--- config.mk ---
export PLATFORM = sky130hd
export DESIGN_NAME = ulpi_vendor_register_bank
export DESIGN_NICKNAME = d
export VERILOG_FILES = /design/src/logic/ulpi_vendor_pkg.sv /design/src/logic/id_measure_timer.sv /design/src/logic/ulpi_vendor_register_bank.sv /design/src/logic/wsc_reg.sv
export VERILOG_INCLUDE_DIRS = /design/src /design/src/logic
export SDC_FILE = /design/constraint.sdc
export NUM_CORES = 1
export LEC_CHECK = 0
export BUFFER_PORTS_ARGS = -buffer_cell sky130_fd_sc_hd__buf_2
export CAP_MARGIN = 20
export CORE_MARGIN = 5
export CORE_UTILIZATION = 48
export DETAILED_ROUTE_END_ITERATION = 6
export GPL_TIMING_DRIVEN = 0
export PLACE_DENSITY = 0.69
export RECOVER_POWER = 50
export SETUP_SLACK_MARGIN = 0.2
export SLEW_MARGIN = 20
export SYNTH_ARGS = -nofsm -noshare
export SYNTH_HDL_FRONTEND = slang
export SYNTH_SLANG_ARGS = --single-unit
--- constraint.sdc ---
create_clock -name ref_clk_i -period 2.2 [get_ports ref_clk_i]
set_input_delay 0.11 -clock ref_clk_i [delete_from_list [all_inputs] [get_ports ref_clk_i]]
set_output_delay 0.11 -clock ref_clk_i [all_outputs]
set_load 0.005 [all_outputs]
--- src/logic/ulpi_vendor_map.svh ---
// register map, field positions, reset values and timing of the vendor register bank
// assumes a 6-bit immediate register address and 8-bit register data
//
// Contract
// amplitude field picks high-speed drive level
// headset mode only with key 1010
// id register: read all, write/set/clear
// io register: read all, write/set/clear
// three-bit result encodes measured id resistance
// done flag self-sets after 282 us conversion
// vendor read clears done; carkit read not
// go bit starts conversion, self-clears after
// link keeps id register bit 5 zero
// done with enable raises alternate interrupt
// interrupt enable ORs vendor and carkit bits
// swap bit exchanges data pins, also serial
// serial ldo level, default 01, on txd
// charger pull-up bits drive each pin
// serial mode forces both pull-ups on
// usb ldo level default 00 otherwise
// bank 30h-3Fh uses immediate register access
// set/clear addresses touch only one bits
// reserved read-only bits read zero
`ifndef ULPI_VENDOR_MAP_SVH
`define ULPI_VENDOR_MAP_SVH

`define VND_ADDR_W           6
`define VND_DATA_W           8
`define VND_BANK_LO          6'h30
`define VND_BANK_HI          6'h3F

`define VND_HS_TX_AMP        6'h31
`define VND_HEADSET          6'h33
`define VND_ID_CONV          6'h36
`define VND_ID_CONV_SET      6'h37
`define VND_ID_CONV_CLR      6'h38
`define VND_IO_PWR           6'h39
`define VND_IO_PWR_SET       6'h3A
`define VND_IO_PWR_CLR       6'h3B

`define VND_HS_TX_AMP_MASK   8'h60
`define VND_HEADSET_MASK     8'h0F
`define VND_ID_CONV_WMASK    8'h77
`define VND_ID_CONV_RMASK    8'h7F
`define VND_IO_PWR_MASK      8'hFE

`define VND_HS_TX_AMP_RST    8'h00
`define VND_HEADSET_RST      8'h00
`define VND_ID_CONV_RST      8'h00
`define VND_IO_PWR_RST       8'h04

`define AMP_LSB              5
`define AMP_MSB              6
`define HEADSET_KEY          4'hA
`define ID_RESULT_MSB        2
`define ID_DONE_BIT          3
`define ID_GO_BIT            4
`define ID_IRQ_EN_BIT        6
`define IO_SWAP_BIT          1
`define IO_SER_LDO_LSB       2
`define IO_SER_LDO_MSB       3
`define IO_PULL_POS_BIT      4
`define IO_PULL_NEG_BIT      5
`define IO_USB_LDO_LSB       6
`define IO_USB_LDO_MSB       7

`define ID_MEASURE_TIME_NS   282000
`define REF_CLK_PERIOD_NS    50
`define ID_MEASURE_CNT_W     13

`endif

--- src/logic/ulpi_vendor_pkg.sv ---
// types shared by the vendor register bank
// assumes nothing beyond a SystemVerilog compiler
package ulpi_vendor_pkg;

  typedef enum logic [1:0] {
    MEAS_IDLE = 2'b01,
    MEAS_RUN  = 2'b10
  } meas_state_type;

endpackage

--- src/logic/id_measure_timer.sv ---
// times one id resistor conversion and samples the converter code at its end
// assumes the analog converter presents a settled code while run_o is high
`timescale 1ns/100ps
`include "ulpi_vendor_map.svh"
module id_measure_timer #(
  parameter int MEASURE_CYCLES = 5640
) (
  // clock and reset
  input  wire logic       clk_i,
  input  wire logic       rst_n_i,
  // control
  input  wire logic       go_i,
  input  wire logic [2:0] code_i,
  // status
  output logic            run_o,
  output logic            done_o,
  output logic      [2:0] result_o
);

  ulpi_vendor_pkg::meas_state_type state_r;
  logic [`ID_MEASURE_CNT_W-1:0]    cnt_r;
  logic                            done_r;
  logic [2:0]                      result_r;
  logic                            go_d_r;
  logic                            finish;

  assign finish = (state_r == ulpi_vendor_pkg::MEAS_RUN) &&
                  (cnt_r == `ID_MEASURE_CNT_W'(MEASURE_CYCLES - 1));

  always_ff @(posedge clk_i or negedge rst_n_i) begin
    if (!rst_n_i) begin
      go_d_r <= 1'b0;
    end else begin
      go_d_r <= go_i;
    end
  end

  // a go bit dropped by software aborts the conversion quietly
  always_ff @(posedge clk_i or negedge rst_n_i) begin
    if (!rst_n_i) begin
      state_r <= ulpi_vendor_pkg::MEAS_IDLE;
      cnt_r   <= '0;
    end else begin
      case (state_r)
        ulpi_vendor_pkg::MEAS_IDLE: begin
          cnt_r <= '0;
          if (go_i && !go_d_r) begin
            state_r <= ulpi_vendor_pkg::MEAS_RUN;
          end
        end
        ulpi_vendor_pkg::MEAS_RUN: begin
          cnt_r <= cnt_r + 1'b1;
          if (finish || !go_i) begin
            state_r <= ulpi_vendor_pkg::MEAS_IDLE;
          end
        end
        default: begin
          state_r <= ulpi_vendor_pkg::MEAS_IDLE;
        end
      endcase
    end
  end

  always_ff @(posedge clk_i or negedge rst_n_i) begin
    if (!rst_n_i) begin
      done_r   <= 1'b0;
      result_r <= 3'h0;
    end else begin
      done_r <= finish && go_i;
      if (finish && go_i) begin
        result_r <= code_i;
      end
    end
  end

  assign run_o    = (state_r == ulpi_vendor_pkg::MEAS_RUN);
  assign done_o   = done_r;
  assign result_o = result_r;

endmodule

--- src/logic/ulpi_vendor_register_bank.sv ---
// vendor register bank reached by immediate register reads and writes in 30h..3Fh
// assumes the ulpi framing logic turns register commands into one-cycle strobes
`timescale 1ns/100ps
`include "ulpi_vendor_map.svh"
module ulpi_vendor_register_bank #(
  parameter int ID_MEASURE_CYCLES =
    (`ID_MEASURE_TIME_NS + `REF_CLK_PERIOD_NS - 1) / `REF_CLK_PERIOD_NS
) (
  // clock and reset
  input  wire logic                   ref_clk_i,
  input  wire logic                   rst_n_i,
  // register access from the ulpi command decoder
  input  wire logic                   reg_wr_i,
  input  wire logic                   reg_rd_i,
  input  wire logic [`VND_ADDR_W-1:0] reg_addr_i,
  input  wire logic [`VND_DATA_W-1:0] reg_wdata_i,
  output logic      [`VND_DATA_W-1:0] reg_rdata_o,
  output logic                        reg_rvalid_o,
  // neighbouring blocks
  input  wire logic                   carkit_irq_enable_i,
  input  wire logic                   serial_mode_i,
  input  wire logic                   serial_transmit_enable_i,
  input  wire logic [2:0]             id_resistor_code_i,
  // analog and rxcmd controls
  output logic      [1:0]             hs_tx_amplitude_o,
  output logic                        headset_mode_en_o,
  output logic                        id_measure_run_o,
  output logic      [2:0]             id_resistor_result_o,
  output logic                        id_measure_done_o,
  output logic                        alt_int_o,
  output logic                        data_line_swap_o,
  output logic                        charger_pullup_pos_o,
  output logic                        charger_pullup_neg_o,
  output logic      [1:0]             ldo_level_o
);

  // reset release
  logic rst_meta_r;
  logic rst_sync_r;

  always_ff @(posedge ref_clk_i or negedge rst_n_i) begin
    if (!rst_n_i) begin
      rst_meta_r <= 1'b0;
      rst_sync_r <= 1'b0;
    end else begin
      rst_meta_r <= 1'b1;
      rst_sync_r <= rst_meta_r;
    end
  end

  // address decode, every register sits on the immediate map
  logic in_bank;
  logic wr_amp;
  logic wr_headset;
  logic wr_id;
  logic set_id;
  logic clr_id;
  logic wr_io;
  logic set_io;
  logic clr_io;
  logic rd_id;

  assign in_bank    = (reg_addr_i >= `VND_BANK_LO) && (reg_addr_i <= `VND_BANK_HI);
  assign wr_amp     = reg_wr_i && in_bank && (reg_addr_i == `VND_HS_TX_AMP);
  assign wr_headset = reg_wr_i && in_bank && (reg_addr_i == `VND_HEADSET);
  assign wr_id      = reg_wr_i && (reg_addr_i == `VND_ID_CONV);
  assign set_id     = reg_wr_i && (reg_addr_i == `VND_ID_CONV_SET);
  assign clr_id     = reg_wr_i && (reg_addr_i == `VND_ID_CONV_CLR);
  assign wr_io      = reg_wr_i && (reg_addr_i == `VND_IO_PWR);
  assign set_io     = reg_wr_i && (reg_addr_i == `VND_IO_PWR_SET);
  assign clr_io     = reg_wr_i && (reg_addr_i == `VND_IO_PWR_CLR);
  assign rd_id      = reg_rd_i && (reg_addr_i >= `VND_ID_CONV) && (reg_addr_i <= `VND_ID_CONV_CLR);

  // plain read/write registers, reserved bits never stored
  logic [7:0] amp_r;
  logic [7:0] headset_r;

  always_ff @(posedge ref_clk_i or negedge rst_sync_r) begin
    if (!rst_sync_r) begin
      amp_r <= `VND_HS_TX_AMP_RST;
    end else if (wr_amp) begin
      amp_r <= reg_wdata_i & `VND_HS_TX_AMP_MASK;
    end
  end

  always_ff @(posedge ref_clk_i or negedge rst_sync_r) begin
    if (!rst_sync_r) begin
      headset_r <= `VND_HEADSET_RST;
    end else if (wr_headset) begin
      headset_r <= reg_wdata_i & `VND_HEADSET_MASK;
    end
  end

  // id resistor conversion register
  logic [7:0] id_q;
  logic [7:0] id_hw_clr;
  logic [7:0] id_hw_set;
  logic [7:0] id_load_mask;
  logic [7:0] id_load_val;
  logic       meas_run;
  logic       meas_done;
  logic [2:0] meas_result;

  // done has no software write path; only a vendor read clears it
  always_comb begin
    id_hw_clr = 8'h00;
    id_hw_set = 8'h00;
    id_hw_clr[`ID_DONE_BIT] = rd_id;
    id_hw_clr[`ID_GO_BIT]   = meas_done;
    id_hw_set[`ID_DONE_BIT] = meas_done;
    id_load_mask = 8'h00;
    id_load_val  = 8'h00;
    if (meas_done) begin
      id_load_mask[`ID_RESULT_MSB:0] = 3'h7;
      id_load_val[`ID_RESULT_MSB:0]  = meas_result;
    end
  end

  // bit 5 is stored as written; the link is expected to leave it at zero
  wsc_reg #(
    .RESET_VAL (`VND_ID_CONV_RST),
    .WMASK     (`VND_ID_CONV_WMASK)
  ) u_id_reg (
    .clk_i          (ref_clk_i),
    .rst_n_i        (rst_sync_r),
    .wr_i           (wr_id),
    .set_i          (set_id),
    .clr_i          (clr_id),
    .wdata_i        (reg_wdata_i),
    .hw_clr_i       (id_hw_clr),
    .hw_set_i       (id_hw_set),
    .hw_load_mask_i (id_load_mask),
    .hw_load_val_i  (id_load_val),
    .q_o            (id_q)
  );

  id_measure_timer #(
    .MEASURE_CYCLES (ID_MEASURE_CYCLES)
  ) u_timer (
    .clk_i    (ref_clk_i),
    .rst_n_i  (rst_sync_r),
    .go_i     (id_q[`ID_GO_BIT]),
    .code_i   (id_resistor_code_i),
    .run_o    (meas_run),
    .done_o   (meas_done),
    .result_o (meas_result)
  );

  // usb io and power management register
  logic [7:0] io_q;

  wsc_reg #(
    .RESET_VAL (`VND_IO_PWR_RST),
    .WMASK     (`VND_IO_PWR_MASK)
  ) u_io_reg (
    .clk_i          (ref_clk_i),
    .rst_n_i        (rst_sync_r),
    .wr_i           (wr_io),
    .set_i          (set_io),
    .clr_i          (clr_io),
    .wdata_i        (reg_wdata_i),
    .hw_clr_i       (8'h00),
    .hw_set_i       (8'h00),
    .hw_load_mask_i (8'h00),
    .hw_load_val_i  (8'h00),
    .q_o            (io_q)
  );

  // read data returned one cycle after the strobe; unmapped addresses read zero
  logic [7:0] rdata_nxt;

  always_comb begin
    case (reg_addr_i)
      `VND_HS_TX_AMP:   rdata_nxt = amp_r & `VND_HS_TX_AMP_MASK;
      `VND_HEADSET:     rdata_nxt = headset_r & `VND_HEADSET_MASK;
      `VND_ID_CONV,
      `VND_ID_CONV_SET,
      `VND_ID_CONV_CLR: rdata_nxt = id_q & `VND_ID_CONV_RMASK;
      `VND_IO_PWR,
      `VND_IO_PWR_SET,
      `VND_IO_PWR_CLR:  rdata_nxt = io_q & `VND_IO_PWR_MASK;
      default:          rdata_nxt = 8'h00;
    endcase
  end

  always_ff @(posedge ref_clk_i or negedge rst_sync_r) begin
    if (!rst_sync_r) begin
      reg_rdata_o  <= 8'h00;
      reg_rvalid_o <= 1'b0;
    end else begin
      reg_rvalid_o <= reg_rd_i;
      if (reg_rd_i) begin
        reg_rdata_o <= rdata_nxt;
      end
    end
  end

  // transmit amplitude and headset key
  always_ff @(posedge ref_clk_i or negedge rst_sync_r) begin
    if (!rst_sync_r) begin
      hs_tx_amplitude_o <= 2'h0;
      headset_mode_en_o <= 1'b0;
    end else begin
      hs_tx_amplitude_o <= amp_r[`AMP_MSB:`AMP_LSB];
      headset_mode_en_o <= (headset_r == 8'(`HEADSET_KEY));
    end
  end

  // conversion status towards the rxcmd builder
  logic done_seen_r;
  logic irq_enable;

  assign irq_enable = id_q[`ID_IRQ_EN_BIT] | carkit_irq_enable_i;

  always_ff @(posedge ref_clk_i or negedge rst_sync_r) begin
    if (!rst_sync_r) begin
      done_seen_r          <= 1'b0;
      alt_int_o            <= 1'b0;
      id_measure_run_o     <= 1'b0;
      id_measure_done_o    <= 1'b0;
      id_resistor_result_o <= 3'h0;
    end else begin
      done_seen_r          <= id_q[`ID_DONE_BIT];
      alt_int_o            <= id_q[`ID_DONE_BIT] && !done_seen_r && irq_enable;
      id_measure_run_o     <= meas_run;
      id_measure_done_o    <= id_q[`ID_DONE_BIT];
      id_resistor_result_o <= id_q[`ID_RESULT_MSB:0];
    end
  end

  // pin routing and regulator level
  logic serial_active;

  assign serial_active = serial_mode_i && serial_transmit_enable_i;

  always_ff @(posedge ref_clk_i or negedge rst_sync_r) begin
    if (!rst_sync_r) begin
      data_line_swap_o     <= 1'b0;
      charger_pullup_pos_o <= 1'b0;
      charger_pullup_neg_o <= 1'b0;
      ldo_level_o          <= 2'h0;
    end else begin
      // one swap bit covers usb and serial routing alike
      data_line_swap_o     <= io_q[`IO_SWAP_BIT];
      charger_pullup_pos_o <= io_q[`IO_PULL_POS_BIT] | serial_mode_i; // see R14
      charger_pullup_neg_o <= io_q[`IO_PULL_NEG_BIT] | serial_mode_i; // see R14
      if (serial_active) begin
        ldo_level_o <= io_q[`IO_SER_LDO_MSB:`IO_SER_LDO_LSB];
      end else begin
        ldo_level_o <= io_q[`IO_USB_LDO_MSB:`IO_USB_LDO_LSB];
      end
    end
  end

endmodule

--- src/logic/wsc_reg.sv ---
// one 8-bit register with plain write, bit-set and bit-clear strobes and a hardware load path
// assumes one strobe per cycle from the decoder and active-low reset already synchronised
`timescale 1ns/100ps
module wsc_reg #(
  parameter logic [7:0] RESET_VAL = 8'h00,
  parameter logic [7:0] WMASK     = 8'hFF
) (
  // clock and reset
  input  wire logic       clk_i,
  input  wire logic       rst_n_i,
  // software side
  input  wire logic       wr_i,
  input  wire logic       set_i,
  input  wire logic       clr_i,
  input  wire logic [7:0] wdata_i,
  // hardware side, applied after software so hardware wins
  input  wire logic [7:0] hw_clr_i,
  input  wire logic [7:0] hw_set_i,
  input  wire logic [7:0] hw_load_mask_i,
  input  wire logic [7:0] hw_load_val_i,
  // contents
  output logic      [7:0] q_o
);

  logic [7:0] q_r;
  logic [7:0] sw_nxt;
  logic [7:0] q_nxt;

  always_comb begin
    sw_nxt = q_r;
    if (wr_i) begin
      sw_nxt = (q_r & ~WMASK) | (wdata_i & WMASK);
    end else if (set_i) begin
      sw_nxt = q_r | (wdata_i & WMASK);
    end else if (clr_i) begin
      sw_nxt = q_r & ~(wdata_i & WMASK);
    end
    // event set beats any clear in the same cycle
    q_nxt = (((sw_nxt & ~hw_clr_i) & ~hw_load_mask_i) | (hw_load_val_i & hw_load_mask_i))
            | hw_set_i;
  end

  always_ff @(posedge clk_i or negedge rst_n_i) begin
    if (!rst_n_i) begin
      q_r <= RESET_VAL;
    end else begin
      q_r <= q_nxt;
    end
  end

  assign q_o = q_r;

endmodule
==> impl_metrics.yaml, run 1 <==
timing:
  finClkSkew_ns: 0.0115
  finalCritPeriodShare_pct: 88.1
  maxClockFrequency_mhz: 516
  layout_setup_ws_ns: 0.261
  hold_violations: 0
  finalSetupViolations: 0
  rsz0062_at_grt: "yes"
  maxSlewHeadroom_pct: 41.3
  slew_viol_final: 0
  layout_min_cycle_time_ns: 1.94
  worstMarginPinSlew_ns: 0.874
setup_path:
  path_cells: "inv_1, ha_2, nand4b_1, buf_4, nor4_2, xnor2_1, nor2_1"
  r2r_start: "u_timer.state_r[0]$_DFFE_PN1P_"
  crit_family: "flip-flops"
  worst_setup_path_start_kind: "flop"
  required_ns: 2.42
  critPathKind: "flop to flop"
  arrival_ns: 2.16
  worstPathMaxFanout: 5
  slowest_stage: "dfstp_2"
  r2r-end: "u_timer.cnt_r[11]$_DFFE_PN0P_"
  r2r_slack_ns: 0.26
  cp_num_buf_inv: 2
  end_kind: "flop"
  cpPeakStageDelay_ns: 0.56
  rr_worst_depth: 7
layout:
  diodes: 0
  final_common_cell: "dfrtp_1"
  post_route_cells_drive_above_1_share_pct: 27.4
  stdcell_area_sq_um: 3570
  nFillCells: 536
  final_cell_mix: "dfrtp_1, buf_2, nor2_1"
  nets: 354
  areaGrowthSynthToFinish_pct: 21.2
yosys:
  synth_warnings: 0
  netlist_instances: 264
  syn_area_per_cell_sq_um: 11.2
  syn-num-nets: 291
  syn_area_sq_um: 2950
  async_flop_share_pct: 100
  synth_ff_type: "dfrtp_1"
  ys_types: 55
  ys_seq_area_share_pct: 55.3
  synth_edf_count: 0
  synth.area.top_cells: "dfrtp_1, mux2_2, nor2_1"
  netlist.area_leader.share_pct: 53.5
  synth_top_cell_by_area: "dfrtp_1"
  yosys_register_bits: 65
clocking:
  htree_levels: 3
  clock_sinks: 65
  cts_tree: "built"
  cts_made_buffers: 9
  clock_latency_ns: 0.35
  cts_buffer_depth: 2
  clk_pin_slew_ns: 0.08
  cts_root_buf: "clkbuf_8"
flow_run:
  cap_violations: 0
detailed_routing:
  wl_um: 6530
  drt_iter0_drc: 243
  detail-route-antenna-nets: 0
  drc_errors: 0
  dr.pass1.iters: 5
  num_vias: 2308
  wl_per_cell_um: 16.0
  via_per_inst: 5.67
floorplanning:
  num_rows: 28
  ioPinCount: 47
  core-area_sq_um: 5960
  die_x_um: 88.4
  die_area_sq_um: 7810
  fp.dieH_um: 88.4
  start_util_pct: 49.5
hold_path:
  holdCritPathClass: "input pin to flop"
  min-delay-start: "reg_wdata_i[7]"
  hold_depth: 2
place:
  dpl_cell_area_sq_um: 3290
  dp_slack_ns: 0.186
  gp_congestion: 0.905
  dp_hpwl_um: 4580
  port_buffers: 43
power:
  vdd_drop_max_mv: 0.571
  p_per_area_nw_per_um2: 802
  leakagePower_nw: 1.57
global_routing:
  antenna_found_initial: 0
  overflow: 0
  grt_pass1_wl_um: 11000
  track_usage_pct: 18.4
  grt_pass1_vias: 2239
  grt_start_max_net_pins: 48
run_status:
  status: "completed"
==> cell usage after synthesis (3+ instances only) <==
cell       n
a211oi_1   3
a21oi_1    9
a222oi_1   3
a22o_1     7
a22oi_1    5
buf_2      4
dfrtp_1   63
ha_1       3
inv_1     11
mux2_2    12
nand2_1   19
nand2b_1   5
nand3_1    6
nor2_1    21
nor2b_1    5
nor3_1    10
nor4_1     6
nor4bb_1   3
o211ai_1   8
o21ai_0    7
o22ai_1    4
or3_1      4
xnor2_1    7
==> cell type report <==
| type | count | area, sq um | area share, % |
|---|---|---|---|
| Clock inverter | 7 | 81.3 | 2.28 |
| Sequential cell | 65 | 1630 | 45.6 |
| Tap cell | 75 | 93.8 | 2.63 |
| Timing Repair Buffer | 52 | 314 | 8.79 |
| Clock buffer | 9 | 124 | 3.47 |
| Multi-Input combinational cell | 181 | 1250 | 35.0 |
| Buffer | 7 | 38.8 | 1.09 |
| Inverter | 11 | 41.3 | 1.16 |
==> routing by layer <==
metal	wire, um	vias to the layer above	global-route usage, %
met5	0	-	0
met3	395	16	4.47
met1	2840	1110	25.3
met2	3130	72	28.4
met4	164	0	6.73
li1	-	1110	-
==> where the power goes <==
| part | switching [W] | total (W) | internal [W] | leakage (nW) |
|---|---|---|---|---|
| clock | 0.000487 | 0.00102 | 0.000532 | 0.0996 |
| combinational | 0.000242 | 0.000431 | 0.000189 | 0.616 |
| sequential | 0.0000953 | 0.00142 | 0.00132 | 0.853 |
==> stage by stage <==
stage          total power, W  hold slack [ns]  setup TNS (ns)  cells  util, %
2_1_floorplan         0.00168           -0.186               0    264        -
3_3_place_gp          0.00183           -0.104          -25.91    382     54.7
3_5_place_dp          0.00186           -0.103               0    383     55.2
4_1_cts               0.00288          0.00538               0    406     59.9
5_1_grt               0.00303         0.000140               0    407     60.0
6_report              0.00287           0.0193               0    407     60.0
==> cells by family after synthesis <==
| group | synth area share, % |
|---|---|
| fa+ha+maj | 1.27 |
| flops | 55.3 |
| xor+xnor | 2.38 |
| mux | 4.92 |
| buf+inv | 2.72 |
| other cells | 0.127 |
| simple gates | 18.0 |
| compound gates | 15.3 |
==> worst max-delay path by stage <==
stage	start	end	depth (start not counted)
after floorplan	rst_sync_r$_DFF_PN0_	asynchronous set/reset pin	0
after global placement	rst_sync_r$_DFF_PN0_	u_timer.state_r[1]$_DFFE_PN0P_	0
after detailed placement	u_timer.state_r[0]$_DFFE_PN1P_	u_timer.cnt_r[11]$_DFFE_PN0P_	6
after CTS	u_timer.state_r[0]$_DFFE_PN1P_	u_timer.cnt_r[11]$_DFFE_PN0P_	6
after global routing	u_timer.state_r[0]$_DFFE_PN1P_	u_timer.cnt_r[11]$_DFFE_PN0P_	7
final	u_timer.state_r[0]$_DFFE_PN1P_	u_timer.cnt_r[11]$_DFFE_PN0P_	7
==> timing repair <==
item,in CTS,in global routing
gates resized for setup,1,3
setup endpoints to repair,1,12
setup buffers,1,1
hold buffers,6,0
endpoints found under the hold margin,7,0
Note: power is estimated with default switching activity, not from simulation.
==> inputs of run 2 (changes only) <==
Settings changed: PLACE_DENSITY 0.69 to 0.72.
Clock period 2.2 ns to 1.6 ns, I/O delays scaled along.
==> run 2 against run 1 <==
The flow now finishes with violations (setup timing). Cell count rose by 3.4%. Total power rose by 53%. Worst setup slack got worse by 0.35 ns. Routed wire length rose by 7.6%. Sequential power rose by 39%. Sequential cell count did not move. Largest power group unchanged. Highest routed layer unchanged.
==> impl_metrics.yaml, run 2 (same netlist as run 1, synthesis figures left out) <==
hold_path:
  holdCritPathClass: "input pin to flop"
  min-delay-start: "reg_wdata_i[3]"
place:
  gp_congestion: 0.850
  dpl_cell_area_sq_um: 3310
  port_buffers: 43
  dp_slack_ns: -0.200
  dp_hpwl_um: 4620
setup_path:
  required_ns: 1.88
  worstPathMaxFanout: 5
  cp-startpoint: "u_timer.state_r[0]$_DFFE_PN1P_"
  critPathKind: "flop to flop"
  slowest_stage: "dfstp_2"
  r2r_start: "u_timer.state_r[0]$_DFFE_PN1P_"
  end_kind: "flop"
  cpPeakStageDelay_ns: 0.55
  arrival_ns: 1.96
  worst_setup_path_start_kind: "flop"
  path_cells: "inv_2, ha_4, nor4bb_1, and4b_2, or3_1, a21oi_2"
global_routing:
  grt_pass1_vias: 2319
  grt_pass1_wl_um: 11400
  track_usage_pct: 19.4
  grt_start_max_net_pins: 64
  antenna_found_initial: 0
  overflow: 0
timing:
  maxClockFrequency_mhz: 593
  layout_min_cycle_time_ns: 1.68
  rsz0062_at_grt: "yes"
  layout_setup_ws_ns: -0.0850
  finalSetupViolations: 7
  setup_tns_ns: -0.386
  finClkSkew_ns: 0.00553
  finalCritPeriodShare_pct: 105
  worstMarginPinSlew_ns: 0.792
  slew_viol_final: 0
  maxSlewHeadroom_pct: 47.2
  hold_violations: 0
detailed_routing:
  num_vias: 2430
  routed-wl-met2_um: 3290
  via_per_inst: 5.77
  top_layer_used: "met4"
  drt_iter0_drc: 161
  detail-route-antenna-nets: 0
  drc_errors: 0
  wl_um: 7030
  wl_met3_um: 375
  wl_met1_um: 3150
  dr.pass1.iters: 4
  wl_per_cell_um: 16.7
clocking:
  cts_root_buf: "clkbuf_8"
  clock_latency_ns: 0.34
  cts_tree: "built"
  clock_sinks: 65
  htree_levels: 3
  clk_pin_slew_ns: 0.07
  cts_made_buffers: 9
  cts_buffer_depth: 2
power:
  clkPwrFrac_pct: 36.6
  p_sw_w: 0.00121
  swShare_pct: 27.6
  pwr-share-seq_pct: 45.1
  p_per_area_nw_per_um2: 1140
  total_power_w: 0.00438
  internal_power_w: 0.00317
  combPwrFrac_pct: 18.3
  vdd_drop_max_mv: 0.641
  leakagePower_nw: 1.68
floorplanning:
  start_util_pct: 49.5
  die_area_sq_um: 7810
  core-area_sq_um: 5960
  die_x_um: 88.4
  fp.dieH_um: 88.4
  ioPinCount: 47
  num_rows: 28
layout:
  diodes: 0
  nets: 368
  final_cell_mix: "dfrtp_1, buf_2, clkbuf_1"
  final-seq-area_sq_um: 1630
  multi_input_area_sq_um: 1390
  areaGrowthSynthToFinish_pct: 30.6
  nFillCells: 473
  stdcell_area_sq_um: 3850
  final_common_cell: "dfrtp_1"
  post_route_cells_drive_above_1_share_pct: 28.9
run_status:
  status: "finished, violations left"
  violations: "setup timing"
flow_run:
  cap_violations: 0
## run 2: area by class of cell
cell class | instances | area share [%]
Clock inverter | 5 | 2.02
Clock buffer | 11 | 3.93
Sequential cell | 65 | 42.4
Buffer | 7 | 1.07
Multi-Input combinational cell | 181 | 36.2
Tap cell | 75 | 2.44
Inverter | 11 | 1.27
Timing Repair Buffer | 66 | 10.7
## run 2: per-layer routing
layer	global-route usage, %	vias to the layer above
met4	10.2	0
met5	0	-
met1	26.8	1208
met3	4.00	19
li1	-	1134
met2	28.9	69
## run 2: power by group through the flow
stage	clock, W	sequential, W	combinational, W
after floorplan	0	0.00197	0.000392
after global placement	0	0.00200	0.000570
after detailed placement	0	0.00201	0.000586
after CTS	0.00163	0.00198	0.000729
after global routing	0.00172	0.00200	0.000874
final	0.00160	0.00197	0.000802
## run 2: repair_timing
action,4_1_cts,5_1_grt
hold buffers,12,0
resized for setup,17,12
endpoints found under the hold margin,14,0
pin swaps,9,6
endpoints found under the setup margin,18,26
buffers inserted,10,1
## run 2: worst paths after layout
kind | to | slack, ns | depth (start not counted)
worst max-delay path | u_timer.state_r[0]$_DFFE_PN1P_ | -0.08 | 6
worst min-delay path | flop | 0.02 | 2
worst max register to register | u_timer.state_r[0]$_DFFE_PN1P_ | -0.08 | 6
worst min register to register | rst_sync_r$_DFF_PN0_ | 0.36 | 0
max in group asynchronous | u_timer.cnt_r[9]$_DFFE_PN0P_ | 0.66 | 0
min in group asynchronous | rst_sync_r$_DFF_PN0_ | 0.04 | 2
## run 2: worst max-delay path, delay by kind of cell, from the launching register on
kind / cells / cell delay [ns]
buf+inv: 1 / 0.05
compound gates: 1 / 0.13
flops: 1 / 0.55
fa+ha+maj: 1 / 0.16
simple gates: 3 / 0.73
## run 2: stage by stage
stage / hold slack [ns] / std cells / util (%)
global route: 0.0161 / 421 / 64.6
detailed placement: -0.133 / 382 / 55.5
finish: 0.0231 / 421 / 64.6
floorplan: -0.216 / 264 / -
global placement: -0.135 / 382 / 55.5
CTS: 0.00632 / 420 / 64.0
==> inputs of run 3 (changes only) <==
Settings changed: BUFFER_PORTS_ARGS -buffer_cell sky130_fd_sc_hd__buf_2 to -buffer_cell sky130_fd_sc_hd__clkbuf_2.
==> run 3 against run 2 <==
Largest cell class unchanged. Die area stayed put. First-iteration DRC count is 19% lower. Critical endpoint is now u_timer.cnt_r[4]$_DFFE_PN0P_. Sequential cell count stayed put. Global-route usage is 0.25 points higher. Total power is 1.6% higher. Clock-buffer cell count is 2 higher. The run still ends with setup timing left. Routed wire length is 5.3% higher. Cell count is 1.4% higher. Critical path depth stayed put. Worst hold slack worse by 0.019 ns. Register-to-register slack worse by 0.09 ns. Critical path type unchanged.
==> impl_metrics.yaml, run 3 (same netlist as run 1, synthesis figures left out) <==
run_status:
  status: "finished, violations left"
  violations: "setup timing"
detailed_routing:
  dr.pass1.iters: 4
  wl_per_cell_um: 17.3
  drc_errors: 0
  detail-route-antenna-nets: 0
  drt_iter0_drc: 130
  via_per_inst: 5.78
  num_vias: 2470
  wl_um: 7400
timing:
  layout_min_cycle_time_ns: 1.77
  layout_setup_ws_ns: -0.175
  finalCritPeriodShare_pct: 111
  worstMarginPinSlew_ns: 0.812
  slew_viol_final: 0
  rsz0062_at_grt: "yes"
  finalSetupViolations: 13
  hold_violations: 0
  whs_ns: 0.00407
  maxClockFrequency_mhz: 563
  finClkSkew_ns: 0.00756
  maxSlewHeadroom_pct: 45.9
setup_path:
  end_kind: "flop"
  worst_setup_path_start_kind: "flop"
  crit_end: "u_timer.cnt_r[4]$_DFFE_PN0P_"
  required_ns: 1.85
  critPathKind: "flop to flop"
  rr_worst_depth: 6
  arrival_ns: 2.02
  r2r-end: "u_timer.cnt_r[4]$_DFFE_PN0P_"
  r2r_start: "u_timer.state_r[0]$_DFFE_PN1P_"
  worstPathMaxFanout: 10
  cp-startpoint: "u_timer.state_r[0]$_DFFE_PN1P_"
  r2r_slack_ns: -0.17
place:
  port_buffers: 43
  gp_congestion: 0.852
  dp_hpwl_um: 4670
  dp_slack_ns: -0.213
clocking:
  clk_pin_slew_ns: 0.07
  cts_tree: "built"
  cts_root_buf: "clkbuf_8"
  cts_made_buffers: 9
  cts_buffer_depth: 2
  clock_latency_ns: 0.34
  clock_sinks: 65
  htree_levels: 3
power:
  clkPwrFrac_pct: 34.5
  swShare_pct: 27.7
  leakagePower_nw: 1.72
  p_per_area_nw_per_um2: 1120
  pwr-share-seq_pct: 44.5
  internal_power_w: 0.00322
  combPwrFrac_pct: 21.0
  vdd_drop_max_mv: 0.547
  p_sw_w: 0.00123
floorplanning:
  start_util_pct: 49.5
  fp.dieH_um: 88.4
  die_area_sq_um: 7810
  die_x_um: 88.4
  core-area_sq_um: 5960
  ioPinCount: 47
  num_rows: 28
layout:
  final_cell_mix: "dfrtp_1, clkbuf_2, nor2_1, clkbuf_1, nand2_1"
  nets: 374
  post_route_cells_drive_above_1_share_pct: 33.2
  diodes: 0
  areaGrowthSynthToFinish_pct: 34.2
  final_common_cell: "dfrtp_1"
  utilization_pct: 66.4
global_routing:
  grt_pass1_wl_um: 11600
  overflow: 0
  grt_start_max_net_pins: 64
  antenna_found_initial: 0
  track_usage_pct: 19.7
  grt_pass1_vias: 2312
flow_run:
  cap_violations: 0
hold_path:
  min-delay-start: "reg_wdata_i[7]"
  holdCritPathClass: "input pin to flop"
-- run 3: cell types whose count changed in the layout (fill, tap and decap cells not counted), sizes merged --
cell / change
clkbuf: +25
buf: -14
dlygate4sd3: -3
clkinv: -1
clkinvlp: -1
-- run 3: per-stage QoR --
| step | instances | TNS [ns] | area, sq um | total power [W] |
|---|---|---|---|---|
| 6_report | 427 | -1.23 | 3960 | 0.00445 |
| 5_1_grt | 427 | -2.08 | 3960 | 0.00466 |
| 4_1_cts | 417 | -1.17 | 3810 | 0.00433 |
| 3_5_place_dp | 382 | -2.61 | 3310 | 0.00259 |
| 3_3_place_gp | 382 | -1.73 | 3300 | 0.00257 |
| 2_1_floorplan | 264 | -0.155 | 2990 | 0.00236 |
-- run 3: worst min-delay path by stage --
| stage | to | slack, ns | cells past startpoint |
|---|---|---|---|
| after floorplan | rst_meta_r$_DFF_PN0_ | -0.22 | 0 |
| after global placement | rst_meta_r$_DFF_PN0_ | -0.13 | 1 |
| after detailed placement | rst_sync_r$_DFF_PN0_ | -0.13 | 1 |
| after CTS | flop | 0.004 | 2 |
| after global routing | flop | 0.01 | 2 |
| final | flop | 0.004 | 2 |
-- run 3: layout make-up --
cell class | count | area (sq um)
Buffer | 7 | 58.8
Multi-Input combinational cell | 181 | 1450
Tap cell | 75 | 93.8
Inverter | 11 | 48.8
Clock buffer | 13 | 149
Sequential cell | 65 | 1630
Fill cell | 467 | 2000
Timing Repair Buffer | 72 | 455
Clock inverter | 3 | 65.1
-- run 3: what timing repair did --
item,in CTS,in global routing
hold endpoints to repair,11,0
setup buffers,10,10
hold buffers,9,0
setup endpoints to repair,18,26
gates cloned,0,0
pin swaps,19,13
resized for setup,26,19
-- run 3: metal layers --
metal / routed length [um] / share of wire [%] / GRT usage (%)
met1: 3190 / 43 / 27.9
met2: 3590 / 49 / 29.7
met3: 498 / 6.7 / 3.72
met4: 118 / 1.6 / 8.24
met5: 0 / 0 / 0
-- run 3: power by group through the flow --
stage	combinational, W	sequential (W)	clock, W
after detailed placement	0.000585	0.00201	0
after CTS	0.000805	0.00198	0.00155
after floorplan	0.000392	0.00197	0
final	0.000933	0.00198	0.00153
after global routing	0.00101	0.00201	0.00164
after global placement	0.000568	0.00200	0
-- run 3: critical path, stage by stage, from the launching register on --
cell	delay (ns)
dfstp_2	0.54
inv_2	0.05
ha_4	0.21
buf_4	0.16
clkbuf_16	0.17
or3_4	0.37
mux2i_1	0.19
